--- src/common/comparator_control_pkg.sv ---
// Package with register map, field layout and carrier types
package comparator_control_pkg;

  // ***************************************************************
  // Register map
  // ***************************************************************
  localparam logic [31:0] CTRL_ADDR       = 32'hFFFF0444;
  localparam logic [15:0] CTRL_RESET      = 16'h0000;
  localparam logic [15:0] CTRL_WRITE_MASK = 16'h07FC;

  // ***************************************************************
  // Field positions
  // ***************************************************************
  localparam int ON_BIT       = 10;
  localparam int NEG_SEL_LSB  = 8;
  localparam int ROUTE_LSB    = 6;
  localparam int POLARITY_BIT = 5;
  localparam int SPEED_LSB    = 3;
  localparam int HYST_BIT     = 2;
  localparam int RISE_BIT     = 1;
  localparam int FALL_BIT     = 0;

  // ***************************************************************
  // Field codes
  // ***************************************************************
  localparam logic [1:0] NEG_HALF_SUPPLY = 2'h0;
  localparam logic [1:0] NEG_ADC_THREE   = 2'h1;
  localparam logic [1:0] NEG_DAC_ONE     = 2'h2;
  localparam logic [1:0] ROUTE_PIN       = 2'h2;
  localparam logic [1:0] ROUTE_IRQ       = 2'h3;
  localparam logic [1:0] SPEED_LARGE     = 2'h0;
  localparam logic [1:0] SPEED_SMALL     = 2'h3;

  // Decoded control fields towards the analog macro
  typedef struct packed {
    logic       on;
    logic [1:0] neg_sel;
    logic [1:0] route;
    logic       polarity;
    logic [1:0] speed;
    logic       hyst;
  } analog_ctrl_t;

  // Comparator result towards its four consumers
  typedef struct packed {
    logic irq;
    logic programmable_logic_array;
    logic adc_start;
    logic pin;
  } cmp_dest_t;

endpackage

--- src/rtl/comparator_edge_detect.sv ---
// Edge detector on the registered comparator result
`timescale 1ns/1ps
module comparator_edge_detect (
  input  wire logic clk,
  input  wire logic rst_n,
  input  wire logic enable,
  input  wire logic level,
  output logic      rise,
  output logic      fall
);

  typedef struct packed {
    logic prev;
    logic live;
    logic armed;
  } edge_state_t;

  edge_state_t state_q;
  edge_state_t state_d;

  // Track previous level; arm once prev holds a sample taken while on
  always_comb begin
    state_d       = state_q;
    state_d.prev  = level;
    state_d.live  = enable;
    state_d.armed = enable && state_q.live;
  end

  always_ff @(posedge clk) begin
    if (!rst_n) begin
      state_q <= '0;
    end else begin
      state_q <= state_d;
    end
  end

  // Edges are reported only when a valid previous sample exists
  assign rise = enable && state_q.armed && level && !state_q.prev;
  assign fall = enable && state_q.armed && !level && state_q.prev;

endmodule

--- src/rtl/comparator_control.sv ---
// Comparator control register with APB slave and output routing
`timescale 1ns/1ps
module comparator_control #(
  parameter int ADDR_WIDTH = 32
) (
  input  wire logic                             CORE_CLK,
  input  wire logic                             RST_N,
  input  wire logic                             PSEL,
  input  wire logic                             PENABLE,
  input  wire logic                             PWRITE,
  input  wire logic [ADDR_WIDTH-1:0]            PADDR,
  input  wire logic [31:0]                      PWDATA,
  input  wire logic [3:0]                       PSTRB,
  output logic      [31:0]                      PRDATA,
  output logic                                  PREADY,
  output logic                                  PSLVERR,
  input  wire logic                             CMP_RAW,
  output comparator_control_pkg::analog_ctrl_t  ANALOG_CTRL,
  output logic                                  POS_MUX_TO_CMP,
  output comparator_control_pkg::cmp_dest_t     CMP_DEST
);

  // ***************************************************************
  // Elaboration checks
  // ***************************************************************
  if (ADDR_WIDTH != 32) begin : g_bad_width
    $error("ADDR_WIDTH must be 32");
  end

  // ***************************************************************
  // State
  // ***************************************************************
  typedef enum logic [0:0] {
    BUS_IDLE = 1'b0,
    BUS_DONE = 1'b1
  } bus_state_t;

  typedef struct packed {
    bus_state_t                          bus;
    logic [15:0]                         ctrl;
    logic [31:0]                         rdata;
    logic                                ready;
    logic                                slverr;
    logic                                level;
    comparator_control_pkg::analog_ctrl_t analog;
    logic                                pos_mux;
    comparator_control_pkg::cmp_dest_t   dest;
  } ctrl_state_t;

  ctrl_state_t state_q;
  ctrl_state_t state_d;
  logic        rise_evt;
  logic        fall_evt;

  // Address decode used by both read and write paths
  function automatic logic hit(input logic [ADDR_WIDTH-1:0] a);
    hit = (a == comparator_control_pkg::CTRL_ADDR);
  endfunction

  // Edge detection on the polarity-corrected result
  comparator_edge_detect u_edge (
    .clk    (CORE_CLK),
    .rst_n  (RST_N),
    .enable (state_q.ctrl[comparator_control_pkg::ON_BIT]),
    .level  (state_q.level),
    .rise   (rise_evt),
    .fall   (fall_evt)
  );

  // ***************************************************************
  // Next-state logic
  // ***************************************************************
  logic        acc;
  logic        wr_lo;
  logic        wr_hi;
  logic [15:0] wmask;
  logic [15:0] wval;
  logic        out_now;
  logic        commit;

  // Bus access, register update, event flags and routing
  always_comb begin
    state_d  = state_q;
    acc      = PSEL && PENABLE && (state_q.bus == BUS_IDLE);
    // Write lands at the edge where the master sees PREADY high
    commit   = PSEL && PENABLE && PWRITE && hit(PADDR) &&
               (state_q.bus == BUS_DONE);
    wr_lo    = commit && PSTRB[0];
    wr_hi    = commit && PSTRB[1];
    wmask    = comparator_control_pkg::CTRL_WRITE_MASK;
    wval     = state_q.ctrl;
    out_now  = 1'b0;
    state_d.ready  = 1'b0;
    state_d.slverr = 1'b0;
    case (state_q.bus)
      BUS_IDLE: begin
        if (acc) begin
          state_d.bus    = BUS_DONE;
          state_d.ready  = 1'b1;
          state_d.slverr = !hit(PADDR);
          state_d.rdata  = (!PWRITE && hit(PADDR)) ?
                           {16'h0000, state_q.ctrl} : 32'h0000_0000;
        end
      end
      BUS_DONE: begin
        state_d.bus = BUS_IDLE;
      end
      default: begin
        state_d.bus = BUS_IDLE;
      end
    endcase
    // Writable fields; reserved bits stay zero
    if (wr_lo) begin
      wval[7:2] = PWDATA[7:2] & wmask[7:2];
    end
    if (wr_hi) begin
      wval[15:8] = PWDATA[15:8] & wmask[15:8];
    end
    // Write 1 clears flags, event set wins
    if (wr_lo && PWDATA[comparator_control_pkg::RISE_BIT]) begin
      wval[comparator_control_pkg::RISE_BIT] = 1'b0;
    end
    if (wr_lo && PWDATA[comparator_control_pkg::FALL_BIT]) begin
      wval[comparator_control_pkg::FALL_BIT] = 1'b0;
    end
    if (rise_evt) begin
      wval[comparator_control_pkg::RISE_BIT] = 1'b1;
    end
    if (fall_evt) begin
      wval[comparator_control_pkg::FALL_BIT] = 1'b1;
    end
    state_d.ctrl = wval;
    // Polarity-corrected result, low while off
    state_d.level = state_q.ctrl[comparator_control_pkg::ON_BIT] &&
        (CMP_RAW ^ state_q.ctrl[comparator_control_pkg::POLARITY_BIT]);
    // Analog control fields
    state_d.analog.on       = wval[comparator_control_pkg::ON_BIT];
    state_d.analog.neg_sel  =
        wval[comparator_control_pkg::NEG_SEL_LSB +: 2];
    state_d.analog.route    = wval[comparator_control_pkg::ROUTE_LSB +: 2];
    state_d.analog.polarity = wval[comparator_control_pkg::POLARITY_BIT];
    state_d.analog.speed    = wval[comparator_control_pkg::SPEED_LSB +: 2];
    state_d.analog.hyst     = wval[comparator_control_pkg::HYST_BIT];
    // Positive input takes the shared mux while on
    state_d.pos_mux = wval[comparator_control_pkg::ON_BIT];
    // Destinations
    out_now = state_q.level;
    state_d.dest.programmable_logic_array       = out_now;
    state_d.dest.adc_start = rise_evt;
    state_d.dest.pin  = out_now && (state_q.analog.route ==
                        comparator_control_pkg::ROUTE_PIN);
    state_d.dest.irq  = (state_q.analog.route ==
                        comparator_control_pkg::ROUTE_IRQ) &&
                        (wval[comparator_control_pkg::RISE_BIT] ||
                         wval[comparator_control_pkg::FALL_BIT]);
  end

  // ***************************************************************
  // Registers
  // ***************************************************************
  // All state cleared on reset
  always_ff @(posedge CORE_CLK) begin
    if (!RST_N) begin
      state_q <= '0;
    end else begin
      state_q <= state_d;
    end
  end

  // Outputs straight from flip-flops
  assign PRDATA         = state_q.rdata;
  assign PREADY         = state_q.ready;
  assign PSLVERR        = state_q.slverr;
  assign ANALOG_CTRL    = state_q.analog;
  assign POS_MUX_TO_CMP = state_q.pos_mux;
  assign CMP_DEST       = state_q.dest;

  // ***************************************************************
  // Assertions
  // ***************************************************************
  a_reserved_zero: assert property (
    @(posedge CORE_CLK) disable iff (!RST_N)
    state_q.ctrl[15:11] == 5'h00)
    else $error("reserved bits not zero");

  a_rise_sets_flag: assert property (
    @(posedge CORE_CLK) disable iff (!RST_N)
    rise_evt |=> state_q.ctrl[comparator_control_pkg::RISE_BIT])
    else $error("rise flag not set");

  a_fall_sets_flag: assert property (
    @(posedge CORE_CLK) disable iff (!RST_N)
    fall_evt |=> state_q.ctrl[comparator_control_pkg::FALL_BIT])
    else $error("fall flag not set");

  a_rise_clear: assert property (
    @(posedge CORE_CLK) disable iff (!RST_N)
    (wr_lo && PWDATA[1] && !rise_evt) |=> !state_q.ctrl[1])
    else $error("rise flag not cleared");

  a_fall_clear: assert property (
    @(posedge CORE_CLK) disable iff (!RST_N)
    (wr_lo && PWDATA[0] && !fall_evt) |=> !state_q.ctrl[0])
    else $error("fall flag not cleared");

  a_flag_sticky: assert property (
    @(posedge CORE_CLK) disable iff (!RST_N)
    (state_q.ctrl[1] && !(wr_lo && PWDATA[1])) |=> state_q.ctrl[1])
    else $error("rise flag lost");

  a_enable_write: assert property (
    @(posedge CORE_CLK) disable iff (!RST_N)
    wr_hi |=> (ANALOG_CTRL.on == $past(PWDATA[10])))
    else $error("enable not applied");

  a_pin_route: assert property (
    @(posedge CORE_CLK) disable iff (!RST_N)
    CMP_DEST.pin |-> $past(state_q.analog.route) == 2'h2)
    else $error("pin driven while not routed");

  a_ready_pulse: assert property (
    @(posedge CORE_CLK) disable iff (!RST_N)
    PREADY |=> !PREADY)
    else $error("ready longer than one cycle");

  a_fall_sticky: assert property (
    @(posedge CORE_CLK) disable iff (!RST_N)
    (state_q.ctrl[0] && !(wr_lo && PWDATA[0])) |=> state_q.ctrl[0])
    else $error("fall flag lost");

  a_rise_cause: assert property (
    @(posedge CORE_CLK) disable iff (!RST_N)
    $rose(state_q.ctrl[1]) |-> $past(rise_evt))
    else $error("rise flag set without edge");

  a_fall_cause: assert property (
    @(posedge CORE_CLK) disable iff (!RST_N)
    $rose(state_q.ctrl[0]) |-> $past(fall_evt))
    else $error("fall flag set without edge");

  a_reset_ctrl: assert property (
    @(posedge CORE_CLK)
    !RST_N |=> (state_q.ctrl == comparator_control_pkg::CTRL_RESET))
    else $error("control not cleared by reset");

  a_reset_outputs: assert property (
    @(posedge CORE_CLK)
    !RST_N |=> (ANALOG_CTRL == 9'h000) && (CMP_DEST == 4'h0) &&
               !PREADY && !POS_MUX_TO_CMP)
    else $error("outputs not cleared by reset");

  a_neg_sel_write: assert property (
    @(posedge CORE_CLK) disable iff (!RST_N)
    wr_hi |=> (ANALOG_CTRL.neg_sel == $past(PWDATA[9:8])))
    else $error("negative input select not applied");

  a_route_write: assert property (
    @(posedge CORE_CLK) disable iff (!RST_N)
    wr_lo |=> (ANALOG_CTRL.route == $past(PWDATA[7:6])))
    else $error("output route not applied");

  a_polarity_write: assert property (
    @(posedge CORE_CLK) disable iff (!RST_N)
    wr_lo |=> (ANALOG_CTRL.polarity == $past(PWDATA[5])))
    else $error("polarity not applied");

  a_speed_write: assert property (
    @(posedge CORE_CLK) disable iff (!RST_N)
    wr_lo |=> (ANALOG_CTRL.speed == $past(PWDATA[4:3])))
    else $error("response speed not applied");

  a_hyst_write: assert property (
    @(posedge CORE_CLK) disable iff (!RST_N)
    wr_lo |=> (ANALOG_CTRL.hyst == $past(PWDATA[2])))
    else $error("hysteresis not applied");

  a_level_polarity: assert property (
    @(posedge CORE_CLK) disable iff (!RST_N)
    state_q.ctrl[comparator_control_pkg::ON_BIT] |=>
    (state_q.level == ($past(CMP_RAW) ^ $past(state_q.ctrl[5]))))
    else $error("level polarity wrong");

  a_level_off: assert property (
    @(posedge CORE_CLK) disable iff (!RST_N)
    !state_q.ctrl[comparator_control_pkg::ON_BIT] |=> !state_q.level)
    else $error("level high while off");

  a_mux_write: assert property (
    @(posedge CORE_CLK) disable iff (!RST_N)
    wr_hi |=> (POS_MUX_TO_CMP == $past(PWDATA[10])))
    else $error("shared mux not following enable");

  a_pla_level: assert property (
    @(posedge CORE_CLK) disable iff (!RST_N)
    1'b1 |=> (CMP_DEST.programmable_logic_array == $past(state_q.level)))
    else $error("logic array output wrong");

  a_adc_on_rise: assert property (
    @(posedge CORE_CLK) disable iff (!RST_N)
    rise_evt |=> CMP_DEST.adc_start)
    else $error("conversion start missing");

  a_adc_pulse: assert property (
    @(posedge CORE_CLK) disable iff (!RST_N)
    CMP_DEST.adc_start |=> !CMP_DEST.adc_start)
    else $error("conversion start longer than one cycle");

  a_irq_route: assert property (
    @(posedge CORE_CLK) disable iff (!RST_N)
    CMP_DEST.irq |-> ($past(state_q.analog.route) == 2'h3) &&
                     (state_q.ctrl[1:0] != 2'h0))
    else $error("interrupt without route or flag");

  a_read_data: assert property (
    @(posedge CORE_CLK) disable iff (!RST_N)
    (acc && !PWRITE && hit(PADDR)) |=>
    (PRDATA == {16'h0000, $past(state_q.ctrl)}))
    else $error("read data wrong");

  a_unmapped_err: assert property (
    @(posedge CORE_CLK) disable iff (!RST_N)
    (acc && !hit(PADDR)) |=> (PSLVERR && (PRDATA == 32'h0000_0000)))
    else $error("unmapped access not refused");

  a_unmapped_keep: assert property (
    @(posedge CORE_CLK) disable iff (!RST_N)
    (PSEL && PENABLE && PWRITE && !hit(PADDR) && !rise_evt && !fall_evt)
    |=> $stable(state_q.ctrl))
    else $error("unmapped write changed control");

  a_write_at_ready: assert property (
    @(posedge CORE_CLK) disable iff (!RST_N)
    (wr_lo || wr_hi) |-> PREADY)
    else $error("write outside ready edge");

  a_ready_answer: assert property (
    @(posedge CORE_CLK) disable iff (!RST_N)
    acc |=> PREADY)
    else $error("no ready after access");

endmodule

--- config.mk ---
export PLATFORM = sky130hd
export DESIGN_NAME = comparator_control
export DESIGN_NICKNAME = d
export VERILOG_FILES = /design/src/common/comparator_control_pkg.sv /design/src/rtl/comparator_edge_detect.sv /design/src/rtl/comparator_control.sv
export SDC_FILE = /design/constraint.sdc
export NUM_CORES = 1
export LEC_CHECK = 0
export BUFFER_PORTS_ARGS = -buffer_cell sky130_fd_sc_hd__buf_4
export CAP_MARGIN = 20
export CORE_ASPECT_RATIO = 1.75
export CORE_MARGIN = 8
export CORE_UTILIZATION = 33
export DETAILED_ROUTE_END_ITERATION = 16
export GPL_TIMING_DRIVEN = 0
export HOLD_SLACK_MARGIN = 0.03
export PLACE_DENSITY = 0.72
export SYNTH_ARGS = -nofsm -noshare
export SYNTH_HDL_FRONTEND = slang
export SYNTH_SLANG_ARGS = --single-unit
--- constraint.sdc ---
create_clock -name CORE_CLK -period 3.6 [get_ports CORE_CLK]
set_clock_uncertainty 0.05 [all_clocks]
set_input_delay 0.9 -clock CORE_CLK [delete_from_list [all_inputs] [get_ports CORE_CLK]]
set_output_delay 0.9 -clock CORE_CLK [all_outputs]
set_load 0.01 [all_outputs]
# After elaboration in Yosys (flattened, before gate mapping)
# Index checks and enable logic that the tools add are counted.
[op_classes]
n_bitwise = 4
eq_ne = 3
n_reduce_logical = 27
muxes = 10
[op_table]
columns = ["cell", "count"]
rows = [
  ["32-bit == test, second input constant", 1],
  ["1-bit logical AND", 19],
  ["11-bit 2-to-1 mux", 1],
  ["6-bit 2-to-1 mux", 1],
  ["1-bit 2-to-1 mux", 5],
  ["2-bit == test, second input constant", 2],
  ["1-bit logical NOT", 4],
  ["3-bit 2-to-1 mux", 1],
  ["1-bit NOT", 3],
  ["3-bit OR reduction", 1],
  ["2-bit 2-to-1 mux", 1],
  ["1-bit case mux with 2 select lines", 1],
  ["2-bit AND reduction", 1],
  ["2-bit OR reduction", 1],
  ["1-bit logical OR", 1],
  ["1-bit XOR", 1],
]
[totals]
in_bits = 74
out_inout_bits = 48
word_cells = 62
ff_bits = 41

# Depth between registers and ports, before layout
[depth]
word_depth = 10
depth_mapped = 5

# Cells and area by module
# From an unflattened synthesis, not the netlist that was laid out.
[unflattened]
cells_unflattened = 186
hier_area_um2 = 1642.8
[by_module_without_submodules]
columns = ["module", "cells_per_inst", "n_inst", "area_per_inst_um2", "seq_area_each_um2"]
rows = [
  ["comparator_control", 178, 1, 1542.7, 580.6],
  ["comparator_edge_detect", 8, 1, 100.1, 60.1],
]

# Least setup slack after synthesis
# OpenSTA, ideal clock, no wires.
[synth_path]
path_type = "input-to-reg"
from = "input port PADDR[1]"
to = "register state_q[49] (netlist bit)"
arrival_ns = 2.354
setup_ns = 0.120
path_slack_ns = 1.077
path_stages = 4
required_ns = 3.430
path_cell_list = "or4b_4 -> nor4_4 -> nand4_4 -> o31a_1"
[synth_between]
elab_chain_cells = 7
[synth_lines]
columns = ["item", "line", "text"]
rows = [
  ["start, declared", "comparator_control.sv:11", "input wire logic [ADDR_WIDTH-1:0] PADDR,"],
  ["32-bit == test", "comparator_control.sv:57", "hit = (a == comparator_control_pkg::CTRL_ADDR);"],
  ["1-bit logical AND (2 in a row)", "comparator_control.sv:86", "commit = PSEL && PENABLE && PWRITE && hit(PADDR) &&"],
  ["1-bit logical AND", "comparator_control.sv:88", "wr_lo = commit && PSTRB[0];"],
  ["1-bit logical AND", "comparator_control.sv:123", "if (wr_lo && PWDATA[comparator_control_pkg::FALL_BIT]) begin"],
  ["1-bit 2-to-1 mux", "comparator_control.sv:123", ""],
  ["1-bit 2-to-1 mux", "comparator_control.sv:129", "if (fall_evt) begin"],
  ["end signal, assigned", "comparator_control.sv:166", "state_q <= state_d;"],
  ["end, declared", "comparator_control.sv:50", "ctrl_state_t state_q;"],
]
# Every way passes these cells.
# A chain may end at the register's enable or synchronous reset.

# Final worst setup path
# Same ends and word-level chain as after synthesis.

==> flow_summary.json <==
{
  "outcome": "finished, final reports clean",
  "ys_seq_area_share_pct": 37.5,
  "grt.total_usage_pct": 11.5,
  "cts.sinks": 31,
  "synth_area_mm2": 0.00165,
  "gp_congestion": 0.750,
  "core_mm2": 0.00489,
  "dpl.hpwl_mm": 3.82,
  "ctsHoldBuffers": 0,
  "cts_tree": "yes",
  "viasPerCell": 4.35,
  "post-route-util_pct": 50.9,
  "synth_top_cell_area_share_pct": 37.5,
  "critPathLaunchType": "input port",
  "synth_seq_cells": 31,
  "drive_above_1_share_pct": 47.6,
  "synth_largest_area_cell": "dfxtp_1",
  "synth_ff_type": "dfxtp_1",
  "cts_buffer_depth": 2,
  "setup_viol": 0,
  "rsz0062_at_grt": "false",
  "power.leakage_nw": 1.29,
  "vias": 1497,
  "synth_edf_count": 0,
  "ys_types": 33,
  "area_delta_synth_final_pct": 50.7,
  "finalNetCount": 363,
  "drt-initial-drc-count": 40,
  "max_stage_delay_ns": 0.54,
  "arrival_ns": 2.66,
  "power_mw": 0.786,
  "firstDrtPassIters": 3,
  "yosysMostFrequentCell": "buf_4",
  "slew_violations": 0,
  "hold_violations": 0,
  "synth_common_cells": "buf_4, dfxtp_1, nand2_1, nand4_1, a21oi_1",
  "ant_nets": 0,
  "cts.clk_slew.worst_paths_ns": 0.06,
  "path_delay_family": "simple AND/OR/NAND/NOR gates",
  "yosysWarningCount": 0,
  "antenna_found_initial": 0,
  "worstPathRequired_ns": 3.72,
  "fill_cells": 499,
  "cts_htree_levels": 2,
  "synth.avg_cell_area_um2": 8.93,
  "die_width_um": 69.5,
  "p_per_area_mw_per_mm2": 316,
  "route.detailed.drc": 0,
  "grt_max_degree": 11,
  "grt-ovfl-total": 0,
  "hold_class": "flip-flop to flip-flop",
  "max_freq_mhz": 395,
  "fp.dieArea_mm2": 0.00762,
  "cts_resized": 0,
  "insertion_delay_ns": 0.28,
  "portBuffers": 77,
  "cts-buffers-inserted": 5,
  "synthCells": 185,
  "crit_fanout": 9,
  "crit_buf_inv": 1,
  "grt_pass1_wl_mm": 7.18,
  "async_reset_ff_share_pct": 0,
  "crit_path_top_delay_cell": "or4b_4",
  "crit_path_cell_trace": "buf_4 -> or4b_4 -> nor4_4 -> nand4_4 -> o31a_1",
  "initial_utilization_pct": 33.8,
  "cts_setup_buffers": 0,
  "fp.dieH_um": 110,
  "rows": 34,
  "setup_tns_ns": 0,
  "diodes": 0,
  "fin_crit_sh_pct": 70.4,
  "routedWlPerCell_um": 13.0,
  "clock-root-buffer": "clkbuf_8",
  "synth_area_leaders": "dfxtp_1, buf_4, nand2_1, mux2i_1, nand4_1",
  "peakVddDrop_mv": 0.266,
  "cap_violations": 0,
  "grt_pass1_vias": 1589,
  "post-route-min-period_ns": 2.53,
  "io_pins": 122,
  "crit_path_end_kind": "flip-flop",
  "critical_path_class": "input port to flip-flop",
  "finalWirelength_mm": 4.47
}
-- per-layer routing --
| metal | up-vias | part of all wire (%) | global-route usage (%) |
|---|---|---|---|
| met2 | 54 | 55 | 22.0 |
| met5 | - | 0 | 0 |
| li1 | 779 | - | - |
| met3 | 8 | 8.3 | 4.52 |
| met1 | 656 | 34 | 10.1 |
| met4 | 0 | 2.2 | 5.89 |
-- cells in the final DEF (no fill, tap or decap), types with 5 or more instances in the layout --
| master | netlist | final |
|---|---|---|
| a21oi_1 | 11 | 11 |
| buf_4 | 45 | 122 |
| clkbuf_1 | 5 | 5 |
| clkbuf_8 | 0 | 6 |
| conb_1 | 1 | 21 |
| dfxtp_1 | 31 | 31 |
| mux2i_1 | 9 | 9 |
| nand2_1 | 29 | 29 |
| nand4_1 | 14 | 14 |
| nor2_1 | 6 | 6 |
-- state kept, by name, summed over array words and instances (netlist names) --
signal,flops
out_now,1
CMP_DEST,4
PSLVERR,1
u_edge.state_q,2
PRDATA,11
state_q,12
-- metrics by stage --
step                area [um2]  worst slack (ns)  hold WS (ns)  std cells
finish                    2490              1.07         0.402        344
global route              2490             0.998         0.433        344
CTS                       2490              1.08         0.406        344
detailed placement        2370             0.779         0.397        336
global placement          2370             0.795         0.391        336
floorplan                 1730              1.08         0.382        205
-- worst min-delay path, stage by stage (launching register included) --
cell and delay [ns]:
dfxtp_1 0.31, nand2_1 0.05, a21oi_1 0.05
-- power by group --
group | switching (mW) | leakage (nW) | total (mW) | internal [mW]
clock | 0.126 | 0.0612 | 0.349 | 0.224
combinational | 0.0365 | 0.979 | 0.0923 | 0.0558
sequential | 0.000399 | 0.250 | 0.344 | 0.344
total | 0.163 | 1.29 | 0.786 | 0.623
-- area by class of cell --
class / instances / area, um2 / area share [%]
Timing Repair Buffer: 77 / 578 / 23.2
Inverter: 3 / 11.3 / 0.452
Clock inverter: 2 / 35.0 / 1.41
Buffer: 53 / 372 / 14.9
Clock buffer: 6 / 82.6 / 3.31
Sequential cell: 31 / 621 / 24.9
Multi-Input combinational cell: 118 / 724 / 29.1
Tap cell: 54 / 67.6 / 2.71
-- cells by family (layout without fill, tap and decap cells) --
kind of cell	count (synthesis)	after routing	synth area share [%]
simple gates	68	68	25.7
buf+inv	56	141	23.2
flops	31	31	37.5
compound gates	18	18	6.81
mux	9	9	5.45
xor+xnor	2	2	1.06
other cells	1	21	0.227
-- path summary, 6_finish.rpt --
| path | cells past startpoint | endpoint | slack (ns) | startpoint |
|---|---|---|---|---|
| max reg2reg | 5 | PRDATA[7] | 2.13 | state_q[65] |
| min reg2reg | 2 | PRDATA[8] | 0.40 | PRDATA[8] |
| max | 5 | state_q[49] | 1.07 | PADDR[1] |
| min | 2 | PRDATA[8] | 0.40 | PRDATA[8] |
Note: power is estimated with default switching activity, not from simulation.
